--- src/logic/sgtxeb_pkg.sv ---
// constants, bus carriers and state layout of the transmit elastic buffer
//==============================================================================
// Summary of operation
// RULE_01: init bit holds buffer and pointers reset
// RULE_02: enable bit zero disables the buffer
// RULE_03: clearing enable lets current frame finish
// RULE_04: enable drives the buffer clock gate
// RULE_05: read pointer waits for threshold, then sync
// RULE_06: low config field presets the write pointer
// RULE_07: software keeps initial delay above zero
// RULE_08: software keeps initial delay below maximum
// RULE_09: underflow sets latched flag at bit one
// RULE_10: overflow sets latched flag at bit zero
// RULE_11: status read clears flags, new fault wins
package sgtxeb_pkg;

    //==========================================================================
    // buffer geometry and timing
    localparam int         TXEB_DATA_W   = 10;
    localparam int         TXEB_AW       = 4;
    localparam int         TXEB_DEPTH    = 16;
    localparam logic [4:0] TXEB_FULL     = 5'h10;
    localparam int         TXEB_SYNC_N   = 2;

    //==========================================================================
    // register indices, byte address is four times the index
    localparam int          ADDR_W        = 20;
    localparam int          IDX_W         = 18;
    localparam logic [17:0] IDX_CONTROL   = 18'h0d404;
    localparam logic [17:0] IDX_CONFIG    = 18'h0d405;
    localparam logic [17:0] IDX_STATUS    = 18'h0d406;
    localparam logic [17:0] IDX_IRQ_STAT  = 18'h0d407;
    localparam logic [17:0] IDX_IRQ_MASK  = 18'h0d408;

    //==========================================================================
    // field positions and reset values
    localparam int          ENABLE_BIT    = 0;
    localparam int          INIT_BIT      = 1;
    localparam int          WDLY_LSB      = 0;
    localparam int          WDLY_MSB      = 3;
    localparam int          RTHR_LSB      = 4;
    localparam int          RTHR_MSB      = 7;
    localparam int          OVF_BIT       = 0;
    localparam int          UNF_BIT       = 1;
    localparam logic [15:0] CTRL_RESET    = 16'h0001;
    localparam logic [15:0] CFG_RESET     = 16'h0040;
    localparam logic [1:0]  RESP_OKAY     = 2'h0;
    localparam logic [1:0]  RESP_SLVERR   = 2'h2;

    //==========================================================================
    // axi4-lite carriers
    typedef struct packed {
        logic [ADDR_W-1:0] awaddr;
        logic              awvalid;
        logic [31:0]       wdata;
        logic [3:0]        wstrb;
        logic              wvalid;
        logic              bready;
        logic [ADDR_W-1:0] araddr;
        logic              arvalid;
        logic              rready;
    } sgtxeb_axi_req_t;

    typedef struct packed {
        logic        awready;
        logic        wready;
        logic        bvalid;
        logic [1:0]  bresp;
        logic        arready;
        logic        rvalid;
        logic [31:0] rdata;
        logic [1:0]  rresp;
    } sgtxeb_axi_rsp_t;

    //==========================================================================
    // complete state of the top module
    typedef struct packed {
        logic             enable;
        logic             init;
        logic [3:0]       rel_thr;
        logic [3:0]       wr_delay;
        logic             ovf;
        logic             unf;
        logic [1:0]       irq_st;
        logic [1:0]       irq_mask;
        logic             active;
        logic [4:0]       wptr;
        logic [4:0]       rptr;
        logic             reached;
        logic [1:0]       sync;
        logic             released;
        logic             rd_valid;
        logic             aw_held;
        logic [IDX_W-1:0] aw_idx;
        logic             w_held;
        logic [31:0]      wdata;
        logic [3:0]       wstrb;
        logic             bvalid;
        logic [1:0]       bresp;
        logic             rvalid;
        logic [1:0]       rresp;
        logic [31:0]      rdata;
    } sgtxeb_state_t;

    localparam sgtxeb_state_t STATE_RESET = '{
        enable   : CTRL_RESET[ENABLE_BIT],
        init     : CTRL_RESET[INIT_BIT],
        rel_thr  : CFG_RESET[RTHR_MSB:RTHR_LSB],
        wr_delay : CFG_RESET[WDLY_MSB:WDLY_LSB],
        active   : CTRL_RESET[ENABLE_BIT],
        default  : '0
    };

endpackage : sgtxeb_pkg

--- src/logic/sgtxeb_top.sv ---
// transmit elastic buffer with axi4-lite registers and interrupt
`timescale 1ns/1ps
module sgtxeb_top
(
    input  wire logic                        i_clock,
    input  wire logic                        i_nrst,
    input  wire sgtxeb_pkg::sgtxeb_axi_req_t i_axi,
    output      sgtxeb_pkg::sgtxeb_axi_rsp_t o_axi,
    input  wire logic                        i_tx_frame,
    input  wire logic                        i_wr_valid,
    input  wire logic [9:0]                  i_wr_data,
    input  wire logic                        i_rd_ready,
    output logic      [9:0]                  o_rd_data,
    output logic                             o_rd_valid,
    output logic                             o_clock_gate_en,
    output logic                             o_irq
);
    import sgtxeb_pkg::*;

    sgtxeb_state_t s;
    sgtxeb_state_t next_s;
    logic [4:0]    fill;
    logic          full;
    logic          empty;
    logic          run;
    logic          wr_go;
    logic          rd_go;
    logic          ovf_ev;
    logic          unf_ev;
    logic          aw_go;
    logic          w_go;
    logic          ar_go;
    logic          do_wr;
    logic          rd_clr;
    logic [IDX_W-1:0] ar_idx;

    //==========================================================================
    // buffer condition
    assign fill   = s.wptr - s.rptr;
    assign full   = (fill == TXEB_FULL);
    assign empty  = (fill == 5'h00);
    // RULE_02: buffer works only while active
    assign run    = s.active & ~s.init;
    // RULE_10: write into a full buffer
    assign ovf_ev = run & i_wr_valid & full;
    // RULE_09: read from an empty released buffer
    assign unf_ev = run & s.released & i_rd_ready & empty;
    assign wr_go  = run & i_wr_valid & ~full;
    assign rd_go  = run & s.released & i_rd_ready & ~empty;

    //==========================================================================
    // bus handshakes
    assign aw_go  = i_axi.awvalid & ~s.aw_held;
    assign w_go   = i_axi.wvalid & ~s.w_held;
    assign ar_go  = i_axi.arvalid & ~s.rvalid;
    assign do_wr  = s.aw_held & s.w_held & ~s.bvalid;
    assign ar_idx = i_axi.araddr[ADDR_W-1:2];
    // RULE_11: status read clears flags
    assign rd_clr = ar_go & (ar_idx == IDX_STATUS);

    //==========================================================================
    // next state
    always_comb
    begin
        next_s = s;

        // RULE_03: stay active until current frame ends
        next_s.active = s.enable | (s.active & i_tx_frame);

        if (s.init)
        begin
            // RULE_06: write pointer starts at initial delay
            next_s.wptr     = {1'b0, s.wr_delay};
            // RULE_01: pointers held at initial state
            next_s.rptr     = 5'h00;
            next_s.reached  = 1'b0;
            next_s.sync     = 2'h0;
            next_s.released = 1'b0;
        end
        else
        begin
            if (wr_go)
            begin
                next_s.wptr = s.wptr + 5'h01;
            end
            if (rd_go)
            begin
                next_s.rptr = s.rptr + 5'h01;
            end
            // RULE_05: release after threshold and sync stages
            if (s.wptr[TXEB_AW-1:0] == s.rel_thr)
            begin
                next_s.reached = 1'b1;
            end
            next_s.sync     = {s.sync[0], s.reached};
            next_s.released = s.released | s.sync[TXEB_SYNC_N-1];
        end
        next_s.rd_valid = rd_go;

        // RULE_11: new fault wins over read clear
        if (rd_clr)
        begin
            next_s.ovf = 1'b0;
            next_s.unf = 1'b0;
        end
        if (ovf_ev)
        begin
            next_s.ovf = 1'b1;
        end
        if (unf_ev)
        begin
            next_s.unf = 1'b1;
        end

        // write channel capture
        if (aw_go)
        begin
            next_s.aw_held = 1'b1;
            next_s.aw_idx  = i_axi.awaddr[ADDR_W-1:2];
        end
        if (w_go)
        begin
            next_s.w_held = 1'b1;
            next_s.wdata  = i_axi.wdata;
            next_s.wstrb  = i_axi.wstrb;
        end
        if (s.bvalid && i_axi.bready)
        begin
            next_s.bvalid = 1'b0;
        end

        // register writes
        if (do_wr)
        begin
            next_s.aw_held = 1'b0;
            next_s.w_held  = 1'b0;
            next_s.bvalid  = 1'b1;
            next_s.bresp   = RESP_OKAY;
            case (s.aw_idx)
                IDX_CONTROL:
                begin
                    if (s.wstrb[0])
                    begin
                        next_s.enable = s.wdata[ENABLE_BIT];
                        next_s.init   = s.wdata[INIT_BIT];
                    end
                end
                IDX_CONFIG:
                begin
                    if (s.wstrb[0])
                    begin
                        next_s.wr_delay = s.wdata[WDLY_MSB:WDLY_LSB];
                        next_s.rel_thr  = s.wdata[RTHR_MSB:RTHR_LSB];
                    end
                end
                IDX_STATUS:
                begin
                    next_s.bresp = RESP_OKAY;
                end
                IDX_IRQ_STAT:
                begin
                    if (s.wstrb[0])
                    begin
                        next_s.irq_st = s.irq_st & ~s.wdata[1:0];
                    end
                end
                IDX_IRQ_MASK:
                begin
                    if (s.wstrb[0])
                    begin
                        next_s.irq_mask = s.wdata[1:0];
                    end
                end
                default:
                begin
                    next_s.bresp = RESP_SLVERR;
                end
            endcase
        end

        // interrupt events, set wins over clear
        if (ovf_ev)
        begin
            next_s.irq_st[OVF_BIT] = 1'b1;
        end
        if (unf_ev)
        begin
            next_s.irq_st[UNF_BIT] = 1'b1;
        end

        // register reads
        if (s.rvalid && i_axi.rready)
        begin
            next_s.rvalid = 1'b0;
        end
        if (ar_go)
        begin
            next_s.rvalid = 1'b1;
            next_s.rresp  = RESP_OKAY;
            next_s.rdata  = 32'h0000_0000;
            case (ar_idx)
                IDX_CONTROL:
                begin
                    next_s.rdata[ENABLE_BIT] = s.enable;
                    next_s.rdata[INIT_BIT]   = s.init;
                end
                IDX_CONFIG:
                begin
                    next_s.rdata[WDLY_MSB:WDLY_LSB] = s.wr_delay;
                    next_s.rdata[RTHR_MSB:RTHR_LSB] = s.rel_thr;
                end
                IDX_STATUS:
                begin
                    next_s.rdata[OVF_BIT] = s.ovf;
                    next_s.rdata[UNF_BIT] = s.unf;
                end
                IDX_IRQ_STAT:
                begin
                    next_s.rdata[1:0] = s.irq_st;
                end
                IDX_IRQ_MASK:
                begin
                    next_s.rdata[1:0] = s.irq_mask;
                end
                default:
                begin
                    next_s.rresp = RESP_SLVERR;
                end
            endcase
        end
    end

    //==========================================================================
    // registers
    always_ff @(posedge i_clock or negedge i_nrst)
    begin
        if (!i_nrst)
        begin
            s <= STATE_RESET;
        end
        else
        begin
            s <= next_s;
        end
    end

    //==========================================================================
    // storage
    sgtxeb_mem
    #(
        .W     (TXEB_DATA_W),
        .DEPTH (TXEB_DEPTH),
        .AW    (TXEB_AW)
    )
    u_mem
    (
        .i_clock   (i_clock),
        .i_nrst    (i_nrst),
        .i_wr_en   (wr_go),
        .i_wr_addr (s.wptr[TXEB_AW-1:0]),
        .i_wr_data (i_wr_data),
        .i_rd_en   (rd_go),
        .i_rd_addr (s.rptr[TXEB_AW-1:0]),
        .o_rd_data (o_rd_data)
    );

    //==========================================================================
    // outputs
    assign o_axi.awready = ~s.aw_held;
    assign o_axi.wready  = ~s.w_held;
    assign o_axi.bvalid  = s.bvalid;
    assign o_axi.bresp   = s.bresp;
    assign o_axi.arready = ~s.rvalid;
    assign o_axi.rvalid  = s.rvalid;
    assign o_axi.rdata   = s.rdata;
    assign o_axi.rresp   = s.rresp;
    assign o_rd_valid    = s.rd_valid;
    // RULE_04: gate follows the active enable
    assign o_clock_gate_en = s.active;
    assign o_irq         = |(s.irq_st & s.irq_mask);

endmodule : sgtxeb_top

--- src/logic/sgtxeb_mem.sv ---
// storage array of the transmit elastic buffer with registered read
`timescale 1ns/1ps
module sgtxeb_mem
#(
    parameter int W     = 10,
    parameter int DEPTH = 16,
    parameter int AW    = 4
)
(
    input  wire logic          i_clock,
    input  wire logic          i_nrst,
    input  wire logic          i_wr_en,
    input  wire logic [AW-1:0] i_wr_addr,
    input  wire logic [W-1:0]  i_wr_data,
    input  wire logic          i_rd_en,
    input  wire logic [AW-1:0] i_rd_addr,
    output logic      [W-1:0]  o_rd_data
);

    typedef struct packed {
        logic [DEPTH-1:0][W-1:0] mem;
        logic [W-1:0]            rdata;
    } sgtxeb_mem_state_t;

    sgtxeb_mem_state_t s;
    sgtxeb_mem_state_t next_s;

    //==========================================================================
    // next state
    always_comb
    begin
        next_s = s;
        if (i_wr_en)
        begin
            next_s.mem[i_wr_addr] = i_wr_data;
        end
        if (i_rd_en)
        begin
            next_s.rdata = s.mem[i_rd_addr];
        end
    end

    //==========================================================================
    // registers
    always_ff @(posedge i_clock or negedge i_nrst)
    begin
        if (!i_nrst)
        begin
            s <= '0;
        end
        else
        begin
            s <= next_s;
        end
    end

    assign o_rd_data = s.rdata;

endmodule : sgtxeb_mem

--- config.mk ---
export PLATFORM = sky130hd
export DESIGN_NAME = sgtxeb_top
export DESIGN_NICKNAME = d
export VERILOG_FILES = /design/src/logic/sgtxeb_pkg.sv /design/src/logic/sgtxeb_top.sv /design/src/logic/sgtxeb_mem.sv
export SDC_FILE = /design/constraint.sdc
export NUM_CORES = 1
export LEC_CHECK = 0
export ABC_AREA = 1
export BUFFER_PORTS_ARGS = -buffer_cell sky130_fd_sc_hd__buf_2
export CORE_ASPECT_RATIO = 0.5
export CORE_MARGIN = 1.5
export CORE_UTILIZATION = 46
export CTS_BUF_LIST = sky130_fd_sc_hd__clkbuf_8
export DETAILED_ROUTE_END_ITERATION = 10
export PLACE_DENSITY_LB_ADDON = 0.12
export SLEW_MARGIN = 20
export SYNTH_ARGS = -nofsm -noshare
export SYNTH_HDL_FRONTEND = slang
export SYNTH_SLANG_ARGS = --single-unit
--- constraint.sdc ---
create_clock -name i_clock -period 4.16 [get_ports i_clock]
set_input_delay 0.832 -clock i_clock [delete_from_list [all_inputs] [get_ports i_clock]]
set_output_delay 0.832 -clock i_clock [all_outputs]
set_load 0.03 [all_outputs]
==> Word-level counts from Yosys, hierarchy flattened <==
Index checks and enable logic that the tools add are counted.
{ "classes": {"eq_ne": 12, "bitwise": 27, "muxes": 31, "order_cmp": 3, "n_reduce_logical": 27, "n_addsub": 3} }
{ "ops": {"columns": ["operator", "count"], "rows": [
  ["$eq 18x16->1 const B", 10],
  ["$bwmux 160", 1],
  ["$bmux 10 s4", 1],
  ["$demux 10 s4", 1],
  ["$mux 37", 1],
  ["$mux 35", 1],
  ["$reduce_bool 2->1", 15],
  ["$mux 10", 2],
  ["$mux 19", 1],
  ["$and 1x1->1", 15],
  ["$reduce_and 3->1", 5],
  ["$mux 14", 1],
  ["$mux 2", 7],
  ["$add 5x1->5 const B", 2],
  ["$lt 4x5->1 const B", 2],
  ["$mux 5", 2],
  ["$pmux 2 s5", 1],
  ["$reduce_or 5->1", 2],
  ["$mux 1", 9],
  ["$not 1->1", 7],
  ["$mux 6", 1],
  ["$eq 5x5->1 const B", 1],
  ["$logic_not 5->1", 1],
  ["$sub 5x5->5", 1],
  ["other kinds (9)", 13]
]} }
{ "word_totals": {"output_inout_bits": 54, "input_bits": 96, "register_bits": 272} }

==> Logic depth before layout (Yosys ltp) <==
Gate-level depths: netlist (run 1).
{ "logic_depth": {"depth_word": 7, "mapped_depth": 16, "ltp_nobuf": 14} }

==> Modules after synthesis <==
A second synthesis (run 1) with hierarchy kept.
{ "unflattened": {"cells_unflattened": 1443, "hier_area_um2": 11802.6} }
{ "by_module_without_submodules": {"columns": ["mod", "area_per_inst_um2", "cells_per_inst", "n_inst"], "rows": [
  ["sgtxeb_mem", 7850.0, 979, 1],
  ["sgtxeb_top", 3952.5, 464, 1]
]} }

==> Least setup slack after synthesis (run 1) <==
No wires, ideal clock.
{ "synth_timing": {"path_kind": "register to register", "startpoint": "register s[101] (netlist bit)", "endpoint": "register u_mem.s[100] (netlist bit)", "synth_period_minus_slack_ns": 2.272, "t_required_ns": 4.043, "setup_time_ns": 0.117, "arrival_ns": 2.154, "setup_slack_ns": 1.888, "path_stages_with_launch": 14, "cell_sequence": "dfrtp_1 -> clkbuf_1 -> inv_1 -> clkbuf_1 -> ha_1 -> or2_1 -> nand3_2 -> nand2_2 -> nor2_8 -> nand2_8 -> buf_12 -> buf_6 -> nand4_1 -> nand2_1"} }
{ "synth_between": {"elab_chain_cells": 4} }
{ "synth_lines": {"columns": ["element", "line", "text"], "rows": [
  ["start, declared", "sgtxeb_top.sv:20", "sgtxeb_state_t s;"],
  ["start signal, assigned", "sgtxeb_top.sv:243", "s <= next_s;"],
  ["$sub 5x5->5", "sgtxeb_top.sv:39", "assign fill = s.wptr - s.rptr;"],
  ["$eq 5x5->1", "sgtxeb_top.sv:40", "assign full = (fill == TXEB_FULL);"],
  ["$not 1->1", "sgtxeb_top.sv:48", "assign wr_go = run & i_wr_valid & ~full;"],
  ["$and 1x1->1", "sgtxeb_top.sv:48", null],
  ["end signal, assigned", "sgtxeb_mem.sv:53", "s <= next_s;"],
  ["end, declared", "sgtxeb_mem.sv:25", "sgtxeb_mem_state_t s;"]
]} }
No other way between the ends.
A chain may end at the register's enable or synchronous reset.

==> Final worst setup path (run 1) <==
{ "layout_timing": {"startpoint": "register s[101] (netlist bit)", "endpoint": "register u_mem.s[11] (netlist bit)"} }
The elaborated chain is that of the path after synthesis.

==> results of run 1 <==
-- flip-flops by register name, indices dropped and copies added, names as in the netlist --
register and flops:
s 59, o_rd_valid 1, o_clock_gate_en 1, u_mem.s 160, o_axi 12, u_mem.o_rd_data 10
-- cell type report --
| cell class | count | share of cell area, % |
|---|---|---|
| multi-input cells | 1161 | 40.77 |
| clock buffers | 51 | 5.011 |
| inverters | 65 | 1.742 |
| well taps | 382 | 3.412 |
| repair buffers | 115 | 4.859 |
| clock inverters | 13 | 0.7503 |
| flip-flops and latches | 243 | 43.46 |
-- worst max-delay path, delay by kind of cell, from the launching register on --
kind	cells	cell delay, ns
flops	1	0.80
simple gates	9	1.33
fa+ha+maj	1	0.46
buf+inv	2	0.81
-- routing by layer --
| layer | wire length, um | GRT usage, % | vias to the layer above |
|---|---|---|---|
| met5 | 0 | 0 | - |
| met4 | 441 | 5.542 | 0 |
| met3 | 2056 | 4.305 | 45 |
| met2 | 16040 | 40.05 | 346 |
| met1 | 15400 | 32.98 | 5350 |
| li1 | - | - | 5313 |
-- power by group --
| group | switching, mW | internal (mW) |
|---|---|---|
| Clock | 0.952 | 1.21 |
| Combinational | 0.346 | 0.184 |
| Sequential | 0.0827 | 2.52 |
| Total | 1.38 | 3.91 |
-- how the worst max path moves through the flow --
stage / endpoint / depth (start not counted)
after floorplan: u_mem.s[100] / 13
after global placement: u_mem.s[14] / 12
after detailed placement: u_mem.s[11] / 12
after CTS: u_mem.s[17] / 12
after global routing: u_mem.s[18] / 12
final: u_mem.s[11] / 12
-- logic make-up after synthesis --
family | after synthesis | synth area share [%]
xor gates and xnor gates | 8 | 0.5415
AOI/OAI and AO/OA | 165 | 6.903
buffers and inverters | 231 | 9.620
DFF | 243 | 47.02
muxes | 18 | 1.566
and+or+nand+nor | 935 | 33.45
adders and majority gates | 9 | 0.8702
other | 1 | 0.02898
-- cell usage in the layout (no fill, tap or decap), types with 2 or more instances in the layout --
cell,instances
or2_1,2
nand3_4,16
nand2_2,5
buf_2,91
buf_4,20
o21ai_0,85
a22o_1,2
buf_12,3
nand2_1,499
o31ai_1,3
clkbuf_8,51
nor3_1,2
bufinv_16,2
mux2_2,18
xnor2_1,5
o211ai_1,20
o21ai_1,37
inv_1,67
xor2_1,3
inv_2,6
nand4_1,177
dfstp_2,3
a21oi_1,17
conb_1,26
nand3_1,41
dfrtp_1,238
nand3_2,2
clkinv_2,3
nor2_1,183
dfrtp_2,2
ha_1,9
==> impl_metrics.env, run 1 <==
export IMPL_die_w_um=240.2
export IMPL_r2r_cells=12
export IMPL_drive_gt1_share_pct=13.90
export IMPL_fillerInstances=2677
export IMPL_p_leak_nw=7.374
export IMPL_grt_setup_unrepaired="false"
export IMPL_cts_setup_buffers=0
export IMPL_path_cells="inv_1, ha_1, or2_1, nand2_1, nand2_1, nand2_2, nor2_8, nand2_8, buf_4, nand3_4, nand2_1, nand2_1"
export IMPL_dieArea_mm2=0.02921
export IMPL_root_buffer="clkbuf_8"
export IMPL_setup_tns_final_ns=0
export IMPL_max_stage_delay_ns=0.80
export IMPL_yosys_cell_count_top_type="nand2_1"
export IMPL_crit_fanout=69
export IMPL_ys_flop_type="dfrtp_1"
export IMPL_clock_sinks=243
export IMPL_ios=150
export IMPL_cts_max_path_buffers=3
export IMPL_cts_resized=0
export IMPL_synth_common_cells="nand2_1 (499), dfrtp_1 (240), nor2_1 (183)"
export IMPL_timing_hold_ws_ns=0.2284
export IMPL_period_minus_slack_ns=3.578
export IMPL_clk_pin_slew_ns=0.07
export IMPL_multi_input_area_mm2=0.005710
export IMPL_tightest_slew_ns=1.096
export IMPL_yosysTopAreaCellShare_pct=46.41
export IMPL_cap_violations=0
export IMPL_drc_errors=0
export IMPL_cp_slowest_cell="dfrtp_1"
export IMPL_wl_per_cell_um=16.72
export IMPL_htree_levels=2
export IMPL_fin_crit_sh_pct=86.02
export IMPL_arrival_ns=4.02
export IMPL_critPathLaunch="s[101]"
export IMPL_slew_headroom_pct=26.97
export IMPL_finalSetupViolCount=0
export IMPL_cts_tree="built"
export IMPL_hold_buffers=0
export IMPL_p_per_area_mw_per_mm2=377.9
export IMPL_worstSetupStartpointType="flip-flop"
export IMPL_die_h_um=121.6
export IMPL_cp_common_cell="nand2_1"
export IMPL_syn_area_per_cell_um2=8.038
export IMPL_antenna_left=0
export IMPL_overflow=0
export IMPL_finalHoldViolCount=0
export IMPL_via_per_inst=5.445
export IMPL_rr_endpoint="u_mem.s[11]"
export IMPL_fin_worst_skew_ns=0.02301
export IMPL_ir_worst_vdd_mv=0.2968
export IMPL_p_total_mw=5.294
export IMPL_initial_utilization_pct=46.80
export IMPL_endpoint_kind="flip-flop"
export IMPL_grt_pass1_vias=10554
export IMPL_final_nets=1729
export IMPL_std_cell_rows=43
export IMPL_placed_area_mm2=0.01320
export IMPL_status="complete, no violations"
export IMPL_synth_seq_cells=243
export IMPL_grt_pass1_wl_mm=55.44
export IMPL_port_buffers=92
export IMPL_grt_max_degree=85
export IMPL_reg2reg_from="s[101]"
export IMPL_netlist_top_cell_by_area="dfrtp_1"
export IMPL_clkLatencyLatePin_ns=0.55
export IMPL_vias=11054
export IMPL_core_area_mm2=0.02765
export IMPL_fmax_mhz=279.4
export IMPL_ff_latch_area_mm2=0.006087
export IMPL_yosys_warnings=0
export IMPL_yosysUniqueCellTypes=40
export IMPL_synth_area_leaders="dfrtp_1 (46%), nand2_1 (14%), nand4_1 (8.6%)"
export IMPL_syn_inst=1610
export IMPL_drt_initial_drc_count=906
export IMPL_path_class="flip-flop to flip-flop"
export IMPL_area_growth_pct=8.238
export IMPL_final_core_util_pct=50.65
export IMPL_placedCellCount=1966
export IMPL_dp_slack_ns=0.6472
export IMPL_first_pass_iters=6
export IMPL_hold_path_class="input pin to asynchronous set/reset pin"
export IMPL_drv_slew=0
export IMPL_synth_edf_count=0
export IMPL_antenna_found_initial=0
export IMPL_gp_congestion=0.9234
export IMPL_synthArstFlopShare_pct=100.0
export IMPL_grt_use_total_pct=24.08
export IMPL_fin_ws_ns=0.5815
export IMPL_syn_cell_area_mm2=0.01294
export IMPL_stdcell_count=2030
export IMPL_rrSetupSlack_ns=0.58
export IMPL_drt_wl_total_mm=33.94
export IMPL_design_area_mm2=0.01401
export IMPL_dp_hpwl_mm=22.15
export IMPL_cp_required_ns=4.60
export IMPL_cts_made_buffers=38
export IMPL_diodes=0
export IMPL_ys_seq_area_share_pct=47.02
(Power assumes the default switching activity.)
==> run 2, diff against run 1 <==
--- a/config.mk
+++ b/config.mk
@@ -9,9 +9,11 @@
 export BUFFER_PORTS_ARGS = -buffer_cell sky130_fd_sc_hd__buf_2
 export CORE_ASPECT_RATIO = 0.5
 export CORE_MARGIN = 1.5
-export CORE_UTILIZATION = 46
+export CORE_UTILIZATION = 30
 export CTS_BUF_LIST = sky130_fd_sc_hd__clkbuf_8
+export CTS_CLUSTER_SIZE = 24
 export DETAILED_ROUTE_END_ITERATION = 10
+export MAX_ROUTING_LAYER = met4
 export PLACE_DENSITY_LB_ADDON = 0.12
 export SLEW_MARGIN = 20
 export SYNTH_ARGS = -nofsm -noshare
==> run 2 against run 1 <==
Compared with the run above:
- first-iteration DRC count is 5.7% lower
- clock power is 4% higher
- combinational power is 0.9% higher
- final area is 2.3% higher
- critical path type unchanged
- total power is 1.6% higher
- global-route usage is 6.0 points lower
- core utilization is 17 points lower
- via count is 0.17% higher
- sequential power hardly changed
==> impl_metrics.env, run 2 (synthesis gave the netlist of run 1 again) <==
export IMPL_p_per_area_mw_per_mm2=375.3
export IMPL_p_leak_nw=7.440
export IMPL_grt_use_total_pct=18.04
export IMPL_die_h_um=149.9
export IMPL_largest_reg_flops=160
export IMPL_root_buffer="clkbuf_8"
export IMPL_via_per_inst=4.952
export IMPL_cp_slowest_cell="dfrtp_1"
export IMPL_setup_tns_final_ns=0
export IMPL_grt_max_degree=129
export IMPL_cts_setup_buffers=0
export IMPL_antenna_left=0
export IMPL_overflow=0
export IMPL_first_pass_iters=5
export IMPL_crit_fanout=45
export IMPL_p_total_mw=5.381
export IMPL_drv_slew=0
export IMPL_multi_input_area_mm2=0.005710
export IMPL_die_w_um=296.7
export IMPL_cp_required_ns=4.63
export IMPL_grt_setup_unrepaired="false"
export IMPL_clkLatencyLatePin_ns=0.58
export IMPL_port_buffers=92
export IMPL_most_common_layout_cells="nand2_1 (499), dfrtp_1 (238), nor2_1 (183), nand4_1 (177), buf_2 (91)"
export IMPL_ff_latch_area_mm2=0.006087
export IMPL_cts_made_buffers=42
export IMPL_vias=11073
export IMPL_fmax_mhz=315.1
export IMPL_tightest_slew_ns=1.122
export IMPL_cp_common_cell="nand2_1"
export IMPL_grt_pass1_vias=10958
export IMPL_finalSetupViolCount=0
export IMPL_ios=150
export IMPL_gp_congestion=0.7952
export IMPL_cts_resized=0
export IMPL_path_class="flip-flop to flip-flop"
export IMPL_status="complete, no violations"
export IMPL_final_core_util_pct=33.94
export IMPL_drc_errors=0
export IMPL_area_growth_pct=10.78
export IMPL_finalHoldViolCount=0
export IMPL_period_minus_slack_ns=3.173
export IMPL_endpoint_kind="flip-flop"
export IMPL_wl_per_cell_um=17.32
export IMPL_ir_worst_vdd_mv=0.2131
export IMPL_arrival_ns=3.64
export IMPL_grt_pass1_wl_mm=61.33
export IMPL_cts_tree="built"
export IMPL_dieArea_mm2=0.04447
export IMPL_cap_violations=0
export IMPL_drt_wl_total_mm=38.74
export IMPL_final_nets=1737
export IMPL_timing_hold_ws_ns=0.2659
export IMPL_core_area_mm2=0.04224
export IMPL_htree_levels=2
export IMPL_drive_gt1_share_pct=14.17
export IMPL_largest_register="u_mem.s"
export IMPL_max_stage_delay_ns=0.86
export IMPL_antenna_found_initial=0
export IMPL_fillerInstances=4518
export IMPL_initial_utilization_pct=30.64
export IMPL_diodes=0
export IMPL_drt_initial_drc_count=854
export IMPL_hold_path_class="input pin to asynchronous set/reset pin"
export IMPL_worstSetupStartpointType="flip-flop"
export IMPL_final_common_cell="nand2_1"
export IMPL_fin_worst_skew_ns=0.02907
export IMPL_cts_max_path_buffers=3
export IMPL_dp_hpwl_mm=24.90
export IMPL_hold_buffers=0
export IMPL_fin_crit_sh_pct=76.28
export IMPL_clock_sinks=243
export IMPL_clk_pin_slew_ns=0.06
export IMPL_slew_headroom_pct=24.94
export IMPL_std_cell_rows=53
export IMPL_path_cells="inv_1, ha_1, or2_1, nand2_1, nand2_1, nand2_2, nor2_8, nand2_8, buf_12, nand3_4, nand2_1, nand2_1"
==> run 2: changes by cell type in the layout (fill, tap and decap cells not counted) <==
cell / delta
clkbuf_8: +3
inv_1: +5
bufinv_16: -1
buf_12: +2
buf_4: +2
==> run 2: worst max-delay path: cells and delay by family (launching register included) <==
family	cells	cell delay (ns)
fa+ha+maj	1	0.38
buf+inv	2	0.49
flops	1	0.86
simple gates	9	1.26
==> run 2: power by group <==
part           leakage, nW  switching, mW  internal [mW]  total (mW)
clock                0.483           1.03           1.22        2.24
sequential            3.26         0.0852           2.52        2.60
combinational         3.69          0.351          0.184       0.535
==> run 2: path summary, 6_finish.rpt <==
kind | startpoint | endpoint | slack [ns] | cells after the start
max | s[101] | u_mem.s[75] | 0.99 | 12
min | i_nrst | o_axi[1] | 0.27 | 1
max reg2reg | s[101] | u_mem.s[75] | 0.99 | 12
min reg2reg | s[96] | s[97] | 0.46 | 2
max in group asynchronous | i_nrst | u_mem.o_rd_data[3] | 2.83 | 2
min in group i_clock | s[96] | s[97] | 0.46 | 2
==> run 2: final cells by class <==
class	instances	area share, %
Timing Repair Buffer	119	5.132
Tap cell	577	5.036
Inverter	65	1.702
Clock buffer	54	5.184
Sequential cell	243	42.46
Multi-Input combinational cell	1161	39.83
Clock inverter	17	0.6546
==> run 2: metal layers <==
| layer | track usage [%] | share of wire (%) | wire length, um |
|---|---|---|---|
| met4 | 5.436 | 2.3 | 891 |
| met5 | - | 0 | 0 |
| met1 | 23.03 | 46 | 17670 |
| met2 | 28.96 | 46 | 17960 |
| met3 | 3.615 | 5.7 | 2210 |
==> run 2: through the flow <==
step           instance area, um2  instances  worst slack, ns
6_report                    14340       2236           0.9867
5_1_grt                     14340       2236           0.8285
4_1_cts                     14340       2236            1.046
3_5_place_dp                13500       2165            1.042
3_3_place_gp                13500       2165            1.121
2_1_floorplan               13040       1635            1.888
==> run 3, diff against run 2 <==
==> constraint.sdc (replaced) <==
create_clock -name i_clock -period 3.23 [get_ports i_clock]
set_input_delay 0.646 -clock i_clock [delete_from_list [all_inputs] [get_ports i_clock]]
set_output_delay 0.646 -clock i_clock [all_outputs]
set_load 0.03 [all_outputs]
==> run 3 against run 2 <==
Compared with the run above:
- critical path depth down 1
- worst hold slack got worse by 0.16 ns
- critical endpoint is now u_mem.s[140]
- clock power rose by 25%
- worst setup slack got worse by 0.17 ns
- sequential cell count unchanged
==> impl_metrics.env, run 3 (synthesis gave the netlist of run 1 again) <==
export IMPL_status="complete, no violations"
export IMPL_drt_wl_total_mm=40.12
export IMPL_path_class="flip-flop to flip-flop"
export IMPL_drc_errors=0
export IMPL_finalHoldViolCount=0
export IMPL_initial_utilization_pct=30.64
export IMPL_cts_made_buffers=42
export IMPL_finalSetupViolCount=0
export IMPL_cp_required_ns=3.71
export IMPL_largest_register="u_mem.s"
export IMPL_grt_max_degree=92
export IMPL_arrival_ns=2.89
export IMPL_first_pass_iters=6
export IMPL_design_area_mm2=0.01452
export IMPL_root_buffer="clkbuf_8"
export IMPL_via_per_inst=4.961
export IMPL_cp_common_cell="nand2_1"
export IMPL_core_area_mm2=0.04224
export IMPL_area_growth_pct=12.17
export IMPL_setup_tns_final_ns=0
export IMPL_max_stage_delay_ns=0.43
export IMPL_clk_pin_slew_ns=0.06
export IMPL_most_common_layout_cells="nand2_1 (499), dfrtp_1 (238), nor2_1 (183), nand4_1 (177), buf_2 (91)"
export IMPL_cts_tree="built"
export IMPL_dieArea_mm2=0.04447
export IMPL_fin_ws_ns=0.8191
export IMPL_worstSetupStartpointType="flip-flop"
export IMPL_hold_path_class="input pin to asynchronous set/reset pin"
export IMPL_crit_family="simple AND/OR/NAND/NOR gates"
export IMPL_wl_per_cell_um=17.77
export IMPL_gp_congestion=0.8312
export IMPL_std_cell_rows=53
export IMPL_grt_use_total_pct=18.46
export IMPL_cp_num_cells=11
export IMPL_ios=150
export IMPL_overflow=0
export IMPL_fin_worst_skew_ns=0.02859
export IMPL_placed_area_mm2=0.01370
export IMPL_largest_reg_flops=160
export IMPL_die_w_um=296.7
export IMPL_vias=11202
export IMPL_crit_fanout=42
export IMPL_period_minus_slack_ns=2.411
export IMPL_drt_initial_drc_count=785
export IMPL_antenna_found_initial=2
export IMPL_p_per_area_mw_per_mm2=473.1
export IMPL_cts_max_path_buffers=3
export IMPL_die_h_um=149.9
export IMPL_cp_slowest_cell="dfrtp_1"
export IMPL_final_nets=1759
export IMPL_cts_resized=0
export IMPL_drive_gt1_share_pct=15.49
export IMPL_antenna_left=0
export IMPL_p_leak_nw=7.536
export IMPL_cap_violations=0
export IMPL_clock_sinks=243
export IMPL_fmax_mhz=414.8
export IMPL_ir_worst_vdd_mv=0.3321
export IMPL_r2r_cells=11
export IMPL_fin_crit_sh_pct=74.64
export IMPL_crit_buf_inv=3
export IMPL_grt_setup_unrepaired="false"
export IMPL_tightest_slew_ns=1.029
export IMPL_endpoint_kind="flip-flop"
export IMPL_final_common_cell="nand2_1"
export IMPL_final_core_util_pct=34.37
export IMPL_drv_slew=0
export IMPL_grt_pass1_wl_mm=62.14
export IMPL_dp_slack_ns=0.8352
export IMPL_hold_buffers=0
export IMPL_port_buffers=92
export IMPL_path_cells="inv_1, ha_1, a21oi_1, nand2_1, nand2_1, nand2_2, nand2_8, buf_12, buf_4, nand4_1, nand2_1"
export IMPL_clkLatencyLatePin_ns=0.57
export IMPL_htree_levels=2
export IMPL_slew_headroom_pct=31.37
export IMPL_cts_setup_buffers=0
export IMPL_dp_hpwl_mm=25.77
export IMPL_grt_pass1_vias=10717
run 3: cell types whose count changed in the layout (fill, tap and decap cells not counted), sizes merged:
cell	delta
buf	+22
clkinv	+5
inv	-5
clkbuf	-3
diode	+2
clkinvlp	+1
run 3: cell type report:
type	count	area, um2
fillers	4415	27730
diodes	2	5.005
clock buffers	51	701.9
flip-flops and latches	243	6087
clock inverters	18	107.6
repair buffers	141	938.4
well taps	577	721.9
inverters	65	244.0
multi-input cells	1161	5710
run 3: path summary, 6_finish.rpt:
kind	end	slack, ns	from
setup / recovery	u_mem.s[140]	0.82	s[102]
hold / removal	o_axi[1]	0.11	i_nrst
setup reg to reg	u_mem.s[140]	0.82	s[102]
hold reg to reg	s[97]	0.46	s[96]
max in group asynchronous	u_mem.s[72]	2.27	i_nrst
min in group i_clock	o_axi[34]	0.29	i_axi[0]
run 3: through the flow:
step | std cells | hold slack [ns] | power [mW]
finish | 2258 | 0.1088 | 6.867
global route | 2258 | 0.1455 | 7.221
CTS | 2256 | 0.1092 | 6.992
detailed placement | 2187 | 0.4533 | 4.121
global placement | 2187 | 0.4473 | 4.099
floorplan | 1635 | 0.3504 | 3.900
run 3: routing by layer:
metal	GRT usage [%]	part of all wire, %	vias up	routed length (um)
li1	-	-	5376	-
met1	23.88	46	5453	18410
met2	29.44	46	317	18480
met3	4.021	6.3	56	2524
met4	4.615	1.8	0	707
met5	-	0	-	0
run 3: worst register-to-register path, stage by stage (launching register included):
cell and delay, ns:
dfrtp_1 0.43, inv_1 0.10, ha_1 0.34, a21oi_1 0.25
nand2_1 0.11, nand2_1 0.08, nand2_2 0.09, nand2_8 0.21
buf_12 0.29, buf_4 0.22, nand4_1 0.09, nand2_1 0.11
run 3: where the power goes:
part	switching, mW	total, mW	internal (mW)
combinational	0.458	0.701	0.243
clock	1.32	2.81	1.50
sequential	0.108	3.35	3.24
